[src/design/sled_pkg.sv]
/*
  Constants, field layouts and carrier types for the status LED indicator.
  Assumes a 100 MHz module clock and software access over AXI4-Lite.
*/
package sled_pkg;
    // timing
    localparam int unsigned CLK_HZ = 100_000_000;
    localparam int unsigned FAST_MS = 500;
    localparam int unsigned SLOW_MS = 1000;
    localparam int unsigned FAST_CYC = (CLK_HZ / 1000) * FAST_MS;
    localparam int unsigned SLOW_PER_FAST = SLOW_MS / FAST_MS;
    localparam logic [3:0] CODE_GAP_TICKS = 4'h4;
    localparam logic [3:0] CODE_MIN = 4'h1;

    // bus
    localparam int unsigned ADDR_W = 12;
    localparam logic [11:0] ADDR_AXIS = 12'h000;
    localparam logic [11:0] ADDR_MODULE = 12'h004;
    localparam logic [11:0] ADDR_LINK = 12'h008;
    localparam logic [11:0] ADDR_LEDS = 12'h00c;
    localparam logic [1:0] RESP_OKAY = 2'h0;
    localparam logic [1:0] RESP_SLVERR = 2'h2;
    localparam logic [31:0] RESET_VAL = 32'h0000_0000;

    // axis register fields
    localparam int unsigned N_AXIS = 4;
    localparam int unsigned AX_EN_LSB = 0;
    localparam int unsigned AX_NS_LSB = 4;
    localparam int unsigned AX_FS_LSB = 8;
    localparam logic [31:0] AXIS_MASK = 32'h0000_0fff;

    // module register fields
    localparam int unsigned MOD_WARN = 0;
    localparam int unsigned MOD_STOP = 1;
    localparam int unsigned MOD_FATAL = 2;
    localparam int unsigned MOD_CODE_LSB = 4;
    localparam int unsigned MOD_FWLOAD = 8;
    localparam int unsigned MOD_HWFAULT = 9;
    localparam int unsigned MOD_WDOG = 10;
    localparam int unsigned MOD_BOOT = 12;
    localparam int unsigned MOD_CFG_LSB = 13;
    localparam logic [31:0] MODULE_MASK = 32'h0000_77f7;

    // link register fields
    localparam int unsigned LNK_SERVO_LSB = 0;
    localparam int unsigned LNK_RIO_LSB = 2;
    localparam logic [31:0] LINK_MASK = 32'h0000_001f;

    // field codes
    localparam logic [1:0] CFG_NONE = 2'h0;
    localparam logic [1:0] CFG_VALID = 2'h1;
    localparam logic [1:0] CFG_INVALID = 2'h2;
    localparam logic [1:0] SRV_INACTIVE = 2'h0;
    localparam logic [1:0] SRV_ACTIVE = 2'h1;
    localparam logic [1:0] SRV_SETUP = 2'h2;
    localparam logic [1:0] SRV_FAILED = 2'h3;
    localparam logic [2:0] RIO_INACTIVE = 3'h0;
    localparam logic [2:0] RIO_ACTIVE = 3'h1;
    localparam logic [2:0] RIO_CONFIG = 3'h2;
    localparam logic [2:0] RIO_FAILED = 3'h3;
    localparam logic [2:0] RIO_ID_BAD = 3'h4;

    // led colours {red, green} and positions
    localparam logic [1:0] COL_OFF = 2'h0;
    localparam logic [1:0] COL_GREEN = 2'h1;
    localparam logic [1:0] COL_RED = 2'h2;
    localparam logic [1:0] COL_AMBER = 2'h3;
    localparam int unsigned N_LED = 8;
    localparam int unsigned LED_HEALTH = 4;
    localparam int unsigned LED_CFG = 5;
    localparam int unsigned LED_SERVO = 6;
    localparam int unsigned LED_RIO = 7;
    localparam int unsigned LEDS_RED_LSB = 8;

    // bicolour led drives
    typedef struct packed {
        logic [7:0] red;
        logic [7:0] green;
    } sled_leds_t;

    // shared blink timebase
    typedef struct packed {
        logic tick;
        logic fast;
        logic slow;
    } sled_tb_t;
endpackage

[src/design/sled_top.sv]
/*
  Status LED indicator: maps module, axis and link status held in
  software-written registers onto eight bicolour LED drives.
  Assumes an AXI4-Lite master with at most one write and one read open.
*/
// Register access over AXI4-Lite and the placing of the registers were decided locally.
`timescale 1ns/1ns
module sled_top #(
    parameter int unsigned FAST_CYC = sled_pkg::FAST_CYC
) (
    // clock, reset, enable
    input wire logic aclk,
    input wire logic aresetn,
    input wire logic ce,
    // write address
    input wire logic [11:0] s_axi_awaddr,
    input wire logic [2:0] s_axi_awprot,
    input wire logic s_axi_awvalid,
    output logic s_axi_awready,
    // write data
    input wire logic [31:0] s_axi_wdata,
    input wire logic [3:0] s_axi_wstrb,
    input wire logic s_axi_wvalid,
    output logic s_axi_wready,
    // write response
    output logic [1:0] s_axi_bresp,
    output logic s_axi_bvalid,
    input wire logic s_axi_bready,
    // read address
    input wire logic [11:0] s_axi_araddr,
    input wire logic [2:0] s_axi_arprot,
    input wire logic s_axi_arvalid,
    output logic s_axi_arready,
    // read data
    output logic [31:0] s_axi_rdata,
    output logic [1:0] s_axi_rresp,
    output logic s_axi_rvalid,
    input wire logic s_axi_rready,
    // led drives
    output sled_pkg::sled_leds_t leds
);

    // aligned word address
    function automatic logic [11:0] word_of(input logic [11:0] a);
        word_of = {a[11:2], 2'h0};
    endfunction

    // register decode, shared by reads and writes
    function automatic logic mapped(input logic [11:0] a);
        logic [11:0] w;
        w = word_of(a);
        mapped = (w == sled_pkg::ADDR_AXIS) || (w == sled_pkg::ADDR_MODULE)
            || (w == sled_pkg::ADDR_LINK) || (w == sled_pkg::ADDR_LEDS);
    endfunction

    // byte-lane merge under write strobes
    function automatic logic [31:0] merge(input logic [31:0] old,
        input logic [31:0] d, input logic [3:0] s, input logic [31:0] m);
        logic [31:0] r;
        r = old;
        for (int b = 0; b < 4; b++) begin
            if (s[b]) begin
                r[8*b +: 8] = d[8*b +: 8];
            end
        end
        merge = r & m;
    endfunction

    // show a colour only in the on half of a phase
    function automatic logic [1:0] blink(input logic [1:0] col, input logic ph);
        blink = ph ? col : sled_pkg::COL_OFF;
    endfunction

    // status registers
    logic [31:0] axis_reg;
    logic [31:0] module_reg;
    logic [31:0] link_reg;

    // write channel state
    logic aw_held;
    logic w_held;
    logic [11:0] aw_addr;
    logic [31:0] w_data;
    logic [3:0] w_strb;

    // timebase
    sled_pkg::sled_tb_t tb;

    sled_timebase #(
        .FAST_CYC(FAST_CYC)
    ) u_timebase (
        .aclk(aclk),
        .aresetn(aresetn),
        .ce(ce),
        .tb(tb)
    );

    // bus handshakes
    assign s_axi_awready = ce & ~aw_held & ~s_axi_bvalid;
    assign s_axi_wready = ce & ~w_held & ~s_axi_bvalid;
    assign s_axi_arready = ce & ~s_axi_rvalid;

    wire aw_take = s_axi_awvalid & s_axi_awready;
    wire w_take = s_axi_wvalid & s_axi_wready;
    wire ar_take = s_axi_arvalid & s_axi_arready;
    wire wr_go = aw_held & w_held & ~s_axi_bvalid;

    // write target decode
    wire [11:0] wr_word = word_of(aw_addr);
    wire wr_ok = mapped(aw_addr);
    wire wr_axis = wr_go & (wr_word == sled_pkg::ADDR_AXIS);
    wire wr_mod = wr_go & (wr_word == sled_pkg::ADDR_MODULE);
    wire wr_link = wr_go & (wr_word == sled_pkg::ADDR_LINK);

    // read selection
    wire [11:0] rd_word = word_of(s_axi_araddr);
    wire rd_ok = mapped(s_axi_araddr);
    wire [31:0] leds_word = {16'h0000, leds.red, leds.green};
    wire [31:0] rd_val =
        (rd_word == sled_pkg::ADDR_AXIS) ? axis_reg :
        (rd_word == sled_pkg::ADDR_MODULE) ? module_reg :
        (rd_word == sled_pkg::ADDR_LINK) ? link_reg :
        (rd_word == sled_pkg::ADDR_LEDS) ? leds_word : 32'h0000_0000;

    // address and data held until both have arrived
    always_ff @(posedge aclk) begin
        if (!aresetn) begin
            aw_held <= 1'b0;
            w_held <= 1'b0;
            aw_addr <= 12'h000;
            w_data <= 32'h0000_0000;
            w_strb <= 4'h0;
        end else if (ce) begin
            if (aw_take) begin
                aw_held <= 1'b1;
                aw_addr <= s_axi_awaddr;
            end else if (wr_go) begin
                aw_held <= 1'b0;
            end
            if (w_take) begin
                w_held <= 1'b1;
                w_data <= s_axi_wdata;
                w_strb <= s_axi_wstrb;
            end else if (wr_go) begin
                w_held <= 1'b0;
            end
        end
    end

    // write response; the led word is read-only and ignores writes
    always_ff @(posedge aclk) begin
        if (!aresetn) begin
            s_axi_bvalid <= 1'b0;
            s_axi_bresp <= sled_pkg::RESP_OKAY;
        end else if (ce) begin
            if (wr_go) begin
                s_axi_bvalid <= 1'b1;
                s_axi_bresp <= wr_ok ? sled_pkg::RESP_OKAY : sled_pkg::RESP_SLVERR;
            end else if (s_axi_bready) begin
                s_axi_bvalid <= 1'b0;
            end
        end
    end

    // status registers written by software
    always_ff @(posedge aclk) begin
        if (!aresetn) begin
            axis_reg <= sled_pkg::RESET_VAL;
            module_reg <= sled_pkg::RESET_VAL;
            link_reg <= sled_pkg::RESET_VAL;
        end else if (ce) begin
            if (wr_axis) begin
                axis_reg <= merge(axis_reg, w_data, w_strb, sled_pkg::AXIS_MASK);
            end
            if (wr_mod) begin
                module_reg <= merge(module_reg, w_data, w_strb, sled_pkg::MODULE_MASK);
            end
            if (wr_link) begin
                link_reg <= merge(link_reg, w_data, w_strb, sled_pkg::LINK_MASK);
            end
        end
    end

    // read data out of a register
    always_ff @(posedge aclk) begin
        if (!aresetn) begin
            s_axi_rvalid <= 1'b0;
            s_axi_rdata <= 32'h0000_0000;
            s_axi_rresp <= sled_pkg::RESP_OKAY;
        end else if (ce) begin
            if (ar_take) begin
                s_axi_rvalid <= 1'b1;
                s_axi_rdata <= rd_val;
                s_axi_rresp <= rd_ok ? sled_pkg::RESP_OKAY : sled_pkg::RESP_SLVERR;
            end else if (s_axi_rready) begin
                s_axi_rvalid <= 1'b0;
            end
        end
    end

    // axis, module and link status fields
    wire [3:0] ax_en = axis_reg[sled_pkg::AX_EN_LSB +: sled_pkg::N_AXIS];
    wire [3:0] ax_ns = axis_reg[sled_pkg::AX_NS_LSB +: sled_pkg::N_AXIS];
    wire [3:0] ax_fs = axis_reg[sled_pkg::AX_FS_LSB +: sled_pkg::N_AXIS];
    wire warn = module_reg[sled_pkg::MOD_WARN];
    wire stop_any = module_reg[sled_pkg::MOD_STOP] | (|ax_ns) | (|ax_fs);
    wire fatal = module_reg[sled_pkg::MOD_FATAL];
    wire [3:0] fatal_code = module_reg[sled_pkg::MOD_CODE_LSB +: 4];
    wire fw_load = module_reg[sled_pkg::MOD_FWLOAD];
    wire hw_bad = module_reg[sled_pkg::MOD_HWFAULT] | module_reg[sled_pkg::MOD_WDOG];
    wire boot = module_reg[sled_pkg::MOD_BOOT];
    wire [1:0] cfg_state = module_reg[sled_pkg::MOD_CFG_LSB +: 2];
    wire [1:0] servo = link_reg[sled_pkg::LNK_SERVO_LSB +: 2];
    wire [2:0] rio = link_reg[sled_pkg::LNK_RIO_LSB +: 3];

    // fatal blink-code sequencer
    typedef enum logic [1:0] {
        SLED_IDLE,
        SLED_ON,
        SLED_OFF,
        SLED_GAP
    } sled_code_t;

    sled_code_t code_st;
    sled_code_t next_code_st;
    logic [3:0] code_cnt;
    logic [3:0] next_code_cnt;
    wire [3:0] code_len = (fatal_code == 4'h0) ? sled_pkg::CODE_MIN : fatal_code;

    // count blinks on fast ticks, then a dark gap, then repeat
    always_comb begin
        next_code_st = code_st;
        next_code_cnt = code_cnt;
        case (code_st)
            SLED_IDLE: begin
                next_code_st = SLED_ON;
                next_code_cnt = code_len;
            end
            SLED_ON: begin
                if (tb.tick) begin
                    next_code_st = SLED_OFF;
                end
            end
            SLED_OFF: begin
                if (tb.tick) begin
                    if (code_cnt <= sled_pkg::CODE_MIN) begin
                        next_code_st = SLED_GAP;
                        next_code_cnt = sled_pkg::CODE_GAP_TICKS;
                    end else begin
                        next_code_st = SLED_ON;
                        next_code_cnt = code_cnt - 1'b1;
                    end
                end
            end
            SLED_GAP: begin
                if (tb.tick) begin
                    if (code_cnt <= sled_pkg::CODE_MIN) begin
                        next_code_st = SLED_ON;
                        next_code_cnt = code_len;
                    end else begin
                        next_code_cnt = code_cnt - 1'b1;
                    end
                end
            end
            default: begin
                next_code_st = SLED_IDLE;
            end
        endcase
        if (!fatal) begin
            next_code_st = SLED_IDLE;
        end
    end

    // sequencer state
    always_ff @(posedge aclk) begin
        if (!aresetn) begin
            code_st <= SLED_IDLE;
            code_cnt <= 4'h0;
        end else if (ce) begin
            code_st <= next_code_st;
            code_cnt <= next_code_cnt;
        end
    end

    wire code_on = (code_st == SLED_ON);

    // per-led colour, {red, green}
    logic [1:0] col [sled_pkg::N_LED];

    // axis leds: fatal darkens, firmware load blinks in unison
    for (genvar i = 0; i < sled_pkg::N_AXIS; i++) begin : g_axis
        wire [1:0] normal =
            ax_fs[i] ? blink(sled_pkg::COL_RED, tb.fast) :
            ax_ns[i] ? sled_pkg::COL_RED :
            ax_en[i] ? sled_pkg::COL_GREEN :
            sled_pkg::COL_OFF;
        assign col[i] =
            fatal ? sled_pkg::COL_OFF :
            fw_load ? blink(sled_pkg::COL_GREEN, tb.fast) :
            normal;
    end

    // health led, most severe first
    assign col[sled_pkg::LED_HEALTH] =
        hw_bad ? sled_pkg::COL_AMBER :
        fatal ? blink(sled_pkg::COL_GREEN, code_on) :
        fw_load ? blink(sled_pkg::COL_GREEN, tb.fast) :
        stop_any ? blink(sled_pkg::COL_GREEN, tb.fast) :
        warn ? blink(sled_pkg::COL_GREEN, tb.slow) :
        sled_pkg::COL_GREEN;

    // configuration led
    wire [1:0] cfg_normal =
        boot ? sled_pkg::COL_AMBER :
        (cfg_state == sled_pkg::CFG_INVALID) ?
            blink(sled_pkg::COL_AMBER, tb.slow) :
        (cfg_state == sled_pkg::CFG_VALID) ? sled_pkg::COL_GREEN :
        blink(sled_pkg::COL_GREEN, tb.slow);
    assign col[sled_pkg::LED_CFG] =
        fatal ? sled_pkg::COL_OFF :
        fw_load ? blink(sled_pkg::COL_GREEN, tb.fast) :
        cfg_normal;

    // servo link led
    assign col[sled_pkg::LED_SERVO] =
        (servo == sled_pkg::SRV_FAILED) ? sled_pkg::COL_RED :
        (servo == sled_pkg::SRV_SETUP) ?
            blink(sled_pkg::COL_GREEN, tb.slow) :
        (servo == sled_pkg::SRV_ACTIVE) ? sled_pkg::COL_GREEN :
        sled_pkg::COL_OFF;

    // remote i/o link led
    assign col[sled_pkg::LED_RIO] =
        (rio == sled_pkg::RIO_FAILED) ? sled_pkg::COL_RED :
        (rio == sled_pkg::RIO_ID_BAD) ?
            (tb.slow ? sled_pkg::COL_GREEN : sled_pkg::COL_RED) :
        (rio == sled_pkg::RIO_CONFIG) ?
            blink(sled_pkg::COL_GREEN, tb.slow) :
        (rio == sled_pkg::RIO_ACTIVE) ? sled_pkg::COL_GREEN :
        sled_pkg::COL_OFF;

    // gather colours into drive vectors
    logic [7:0] next_green;
    logic [7:0] next_red;
    for (genvar k = 0; k < sled_pkg::N_LED; k++) begin : g_led
        assign next_green[k] = col[k][0];
        assign next_red[k] = col[k][1];
    end

    // registered led drives, all eight
    always_ff @(posedge aclk) begin
        if (!aresetn) begin
            leds <= '0;
        end else if (ce) begin
            leds.green <= next_green;
            leds.red <= next_red;
        end
    end

endmodule // sled_top

[src/design/sled_timebase.sv]
/*
  Shared blink timebase: one cycle counter giving fast and slow phases.
  Assumes a single clock; clock enable low freezes the count.
*/
`timescale 1ns/1ns
module sled_timebase #(
    parameter int unsigned FAST_CYC = sled_pkg::FAST_CYC
) (
    // clock and reset
    input wire logic aclk,
    input wire logic aresetn,
    input wire logic ce,
    // phases
    output sled_pkg::sled_tb_t tb
);
    localparam int unsigned CW = $clog2(FAST_CYC + 1);
    localparam logic [CW-1:0] LAST = CW'(FAST_CYC - 1);
    localparam int unsigned SW = $clog2(sled_pkg::SLOW_PER_FAST + 1);
    localparam logic [SW-1:0] SLAST = SW'(sled_pkg::SLOW_PER_FAST - 1);

    logic [CW-1:0] cnt;
    logic [SW-1:0] scnt;
    wire wrap = (cnt == LAST);
    wire swrap = (scnt == SLAST);

    // one counter paces every indicator, so equal rates stay in phase
    always_ff @(posedge aclk) begin
        if (!aresetn) begin
            cnt <= '0;
            scnt <= '0;
            tb <= '0;
        end else if (ce) begin
            cnt <= wrap ? '0 : cnt + 1'b1;
            tb.tick <= wrap;
            if (wrap) begin
                tb.fast <= ~tb.fast;
                scnt <= swrap ? '0 : scnt + 1'b1;
                if (swrap) begin
                    tb.slow <= ~tb.slow;
                end
            end
        end
    end
endmodule // sled_timebase

[config.mk]
export PLATFORM = sky130hd
export DESIGN_NAME = sled_top
export DESIGN_NICKNAME = d
export VERILOG_FILES = /design/src/design/sled_pkg.sv /design/src/design/sled_top.sv /design/src/design/sled_timebase.sv
export SDC_FILE = /design/constraint.sdc
export NUM_CORES = 1
export LEC_CHECK = 0
export ABC_AREA = 1
export ABC_CLOCK_PERIOD_IN_PS = 2970
export BUFFER_PORTS_ARGS = -buffer_cell sky130_fd_sc_hd__buf_2
export CORE_MARGIN = 3
export CORE_UTILIZATION = 54
export CTS_CLUSTER_DIAMETER = 200
export DETAILED_ROUTE_END_ITERATION = 7
export PLACE_DENSITY = 0.79
export SYNTH_ARGS = -nofsm -noshare
export SYNTH_HDL_FRONTEND = slang
export SYNTH_SLANG_ARGS = --single-unit
export TNS_END_PERCENT = 20
[constraint.sdc]
create_clock -name aclk -period 2.97 [get_ports aclk]
set_input_delay 0.891 -clock aclk [delete_from_list [all_inputs] [get_ports aclk]]
set_output_delay 0.891 -clock aclk [all_outputs]
set_load 0.03 [all_outputs]
# After elaboration in Yosys (flattened, before gate mapping)
# Cells that the tools add are included.
dict set report word_totals {
  in_bits 74
  regBits 152
}
dict set report op_classes {
  bitwise_logic 22
  n_reduce_logical 36
  n_eq_ne 26
  addsub 3
  n_lt_le_gt_ge 1
  n_mux 71
}
# operator count
set op_table {}
lappend op_table {{2-to-1 mux 2 bit} 42}
lappend op_table {{2-to-1 mux 16 bit} 4}
lappend op_table {{equality test 10 x 2 -> 1 bit (second input constant)} 4}
lappend op_table {{adder 26 x 1 -> 26 bit (second input constant)} 1}
lappend op_table {{equality test 26 bit (second input constant)} 1}
lappend op_table {{2-to-1 mux 26 bit} 1}
lappend op_table {{logical NOT 12 bit} 2}
lappend op_table {{equality test 10 x 1 -> 1 bit (second input constant)} 2}
lappend op_table {{logical NOT 10 bit} 2}
lappend op_table {{2-to-1 mux 4 bit} 5}
lappend op_table {{AND reduction 2 bit} 9}
lappend op_table {{AND reduction 3 bit} 6}
lappend op_table {{2-to-1 mux 1 bit} 17}
lappend op_table {{bitwise AND 1 bit} 13}
lappend op_table {{case mux 4 bit (3 select lines)} 1}
lappend op_table {{equality test 2 bit (second input constant)} 5}
lappend op_table {{!= test 3 x 2 -> 1 bit (second input constant)} 3}
lappend op_table {{equality test 2 x 1 -> 1 bit (second input constant)} 4}
lappend op_table {{case mux 2 bit (4 select lines)} 1}
lappend op_table {{nonzero test 2 bit} 4}
lappend op_table {{OR reduction 4 bit} 2}
lappend op_table {{equality test 3 x 2 -> 1 bit (second input constant)} 2}
lappend op_table {{logical OR 1 bit} 6}
lappend op_table {{NOT 1 bit} 6}
lappend op_table {{other kinds (13)} 16}

# Depth between registers and ports, before layout
dict set report logic_depth {
  depth_word 7
  mapped_depth 11
  ltp_nobuf 11
}

# Hierarchy
# From an unflattened synthesis, not the netlist that was laid out.
dict set report unflattened {
  hier_cells 916
  hier_area_um2 6351.1
}
# mod area_each_um2 instances seq_area_each_um2 cells_per_inst
set modules_own_cells {}
lappend modules_own_cells {sled_top 4630.7 1 2021.9 647}
lappend modules_own_cells {sled_timebase 1720.4 1 620.6 269}

# Least setup slack after synthesis
# No wires, ideal clock.
dict set report synth_path {
  path_kind {input to output}
  from {in ce}
  to {out s_axi_awready}
  required_time_ns 2.079
  path_buffers 0
  stages 4
  t_arrival_ns 1.528
  setup_slack_ns 0.551
  cell_sequence {inv_2 > nor2_4 > inv_1 > nor2_1}
}
dict set report synth_via {
  elab_chain_cells 2
}
# item line
set synth_rtl {}
lappend synth_rtl {{start: declaration} sled_top.sv:14} ;# input wire logic ce,
lappend synth_rtl {{bitwise AND 1 bit (2 in series)} sled_top.sv:99} ;# assign s_axi_awready = ce & ~aw_held & ~s_axi_bvalid;
lappend synth_rtl {{end: declaration} sled_top.sv:19} ;# output logic s_axi_awready,
# No other way between the ends.

# Final worst setup path
dict set report layout_path {
  from {in ce}
  to {out s_axi_wready}
}
dict set report layout_via {
  elab_chain_cells 2
}
# item line
set layout_rtl {}
lappend layout_rtl {{bitwise AND 1 bit (2 in series)} sled_top.sv:100} ;# assign s_axi_wready = ce & ~w_held & ~s_axi_bvalid;
lappend layout_rtl {{end: declaration} sled_top.sv:24} ;# output logic s_axi_wready,
# No other way between the ends.

==> flow_summary.ini <==
[outcome]
status = finished clean

[critical_path]
worstSetupPathType = input port to primary output
reg2reg_setup_slack_ps = 1110
cp.required_ps = 2080
start_of_the_worst_register_to_register_path = aw_addr[4]
path_common_cell = sky130_fd_sc_hd__buf_2
gate_family_responsible_for_the_most_delay_along_the_worst_path = buffers and inverters
cpPeakStageDelay_ps = 220
critical_path.cell_chain = buf_2, inv_2, nor2_4, inv_1, nor2_1, buf_2
bufs_and_invs_on_worst_path = 4
setup.worst_path.end_class = primary output
crit_path_max_fanout = 5
cp_num_cells = 6
timing.critical_path.to = s_axi_wready
reg2regPathDepth = 5
endpoint_of_the_lowest_slack_register_to_register_path = module_reg[0]
arrival_ps = 1600
crit_slowest_cell = sky130_fd_sc_hd__buf_2
crit_path_start_kind = input port
cp-startpoint = ce

[placed_design]
place_inst = 1111
portBuffers = 83
post-place-ws_ps = 464
placer_congestion_estimate = 0.916
hpwl_um = 11200

[timing]
unrepaired_setup_endpoints_after_global_routing = no
timing.clock.skew_ps = 7.70
setup_viols_final = 0
totalNegativeSetupSlack_ps = 0
relSlewSlack_pct = 53.3
postLayoutSetupSlackWorst_ps = 478
finalCriticalPeriod_ps = 2490
final_min_period_over_clock_period_pct = 83.9
worst_pin_slew_ps = 700
timing_hold_violations_final = 0
fmax_ghz = 0.401
maxSlewViolCount = 0

[detailed_routing]
detail_route.vias_per_cell = 5.33
number_of_nets_with_antenna_violations_after_detailed_routing = 0
routed-via-count = 6093
detail_route.wirelength_um = 15900
drtPass1Iterations = 5
route.detailed.drc = 0
drt-wirelength-per-cell_um = 13.9
drt_iter0_markers = 592

[cts]
cts_htree_levels = 4
clk_path_buf_depth = 2
cts_tree = done
holdBufCountCts = 0
clk_root_buffer_cell = sky130_fd_sc_hd__clkbuf_16
cts-resized-gates = 0
clkLatencyLatePin_ps = 420
post_cts_setup_buffer_count = 0
cts_made_buffers = 17
clk_pin_slew_worst_paths_ps = 50
clock-sinks = 132

[power]
power_per_cell_area_nw_per_um2 = 583
netSwitchingFraction_pct = 25.5
power.share.sequential_pct = 43.5
share_of_power_burned_in_the_clock_network_pct = 48.9
leakagePower_nw = 3.25
comb_power_share_pct = 7.6
cellInternalPower_mw = 3.18
ir_drop_v = 0.000675
total_switching_power_mw = 1.09
fin_total_pwr_mw = 4.27

[floorplanning]
design.portCount = 131
start_util_pct = 56.7
coreArea_um2 = 11100
fp-row-count = 38
die_outline_width_um = 114
die_height_um = 114
area_of_the_die_um2 = 13000

[global_route]
vias_in_the_first_global_route = 5627
gr-usage-all-layers_pct = 25.2
grt_start_max_net_pins = 47
global_route.overflow_total = 0
antenna_found_initial = 0
grt_first_pass_wirelength_um = 26400

[synthesis]
yosys.area.top_type = sky130_fd_sc_hd__dfxtp_1
synth_top_area_cells = sky130_fd_sc_hd__dfxtp_1, sky130_fd_sc_hd__nor2_1, sky130_fd_sc_hd__nand2_1
synth_warnings = 0
synth.distinct_cells = 39
synthesis.area_per_instance_um2 = 6.88
yosys_most_used_dff = sky130_fd_sc_hd__dfxtp_1
netlist_instances = 912
synth.yosys.seq_area_share_pct = 42.1
synth-edff-count = 0
yosys.area.top_type_share_pct = 42.1
synthArstFlopShare_pct = 0
post-synth-top-count-cell = sky130_fd_sc_hd__nor2_1
synth.top_cells.by_count = sky130_fd_sc_hd__nor2_1, sky130_fd_sc_hd__nand2_1, sky130_fd_sc_hd__dfxtp_1
mappedNetlistArea_um2 = 6280
synth.ff_latch_count = 132

[final_layout]
regMostFlops = u_timebase.cnt
layout.cells.non_filler = 1143
largest_register_ff_count = 26
nets = 1071
layout-drive-gt1-share_pct = 14.4
reg.largest.list = u_timebase.cnt (26), leds (16), s_axi_rdata (16)
num-fill-cells = 998
area_growth_syn_to_fin_pct = 16.6
num_antenna_cells = 0

[worst_hold_path]
min_path_type = flip-flop to flip-flop

[job]
max_cap_viol_count = 0
worst min path at each step:
stage,start,to,slack (ps),cells past startpoint
finish,u_timebase.scnt[1],u_timebase.scnt[1],430,2
global route,u_timebase.scnt[1],u_timebase.scnt[1],450,2
CTS,u_timebase.scnt[1],u_timebase.scnt[1],430,2
detailed placement,u_timebase.scnt[1],u_timebase.scnt[1],420,2
global placement,u_timebase.scnt[1],u_timebase.scnt[1],420,2
floorplan,u_timebase.scnt[1],u_timebase.scnt[1],410,2
cells in the final DEF (no fill, tap or decap), drive strengths merged, types with 3 or more instances in the layout:
cell | Yosys | routed
nor2 | 176 | 176
nand2 | 161 | 161
dfxtp | 132 | 132
inv | 92 | 94
buf | 32 | 92
o21ai | 86 | 86
a21oi | 70 | 70
nand3 | 68 | 68
nor3 | 25 | 25
conb | 1 | 18
clkbuf | 18 | 18
o211ai | 9 | 9
nand4 | 9 | 9
clkinv | 0 | 8
ha | 7 | 7
xor2 | 5 | 5
a21boi | 4 | 4
or2 | 3 | 3
a31oi | 3 | 3
nor3b | 3 | 3
power by group through the flow:
stage	Sequential, mW	Clock, mW	Combinational [mW]
6_report	1.86	2.08	0.324
5_1_grt	1.86	2.17	0.367
4_1_cts	1.86	2.10	0.325
3_5_place_dp	1.90	0	0.322
3_3_place_gp	1.89	0	0.317
2_1_floorplan	1.91	0	0.229
metal layers:
metal	part of all wire [%]	vias up	GRT usage, %
li1	-	3093	-
met1	43	2767	32.5
met2	48	202	41.8
met3	6.8	31	6.26
met4	1.9	0	8.00
met5	0	-	0
final cells by class:
| class | instances | area (um^2) | area share, % |
|---|---|---|---|
| multi-input cells | 655 | 3080 | 42.0 |
| clock inverters | 14 | 155 | 2.12 |
| clock buffers | 18 | 439 | 6.00 |
| inverters | 92 | 345 | 4.72 |
| well taps | 140 | 175 | 2.39 |
| repair buffers | 92 | 483 | 6.60 |
| flip-flops and latches | 132 | 2640 | 36.1 |
worst reg2reg max path, cell delays in order, from the launching register on:
cell,delay [ps]
sky130_fd_sc_hd__dfxtp_1,320
sky130_fd_sc_hd__or2_2,290
sky130_fd_sc_hd__nor3_1,310
sky130_fd_sc_hd__nand3_1,410
sky130_fd_sc_hd__o21ai_0,330
sky130_fd_sc_hd__a21oi_1,70
metrics by stage:
stage	cell area [um^2]	util, %	hold slack, ps
detailed placement	6720	60.7	419
global placement	6720	60.7	416
CTS	7320	66.0	427
global route	7320	66.0	454
floorplan	6340	-	409
finish	7320	66.0	427
cells by family after synthesis:
| family | after synthesis | share of synthesized area (%) |
|---|---|---|
| AOI/OAI and AO/OA | 176 | 14.8 |
| buffers and inverters | 142 | 9.89 |
| and+or+nand+nor | 448 | 30.9 |
| DFF | 132 | 42.1 |
| other | 1 | 0.0598 |
| adders and majority gates | 7 | 1.40 |
| xor gates and xnor gates | 6 | 0.837 |
(Power assumes the default switching activity.)
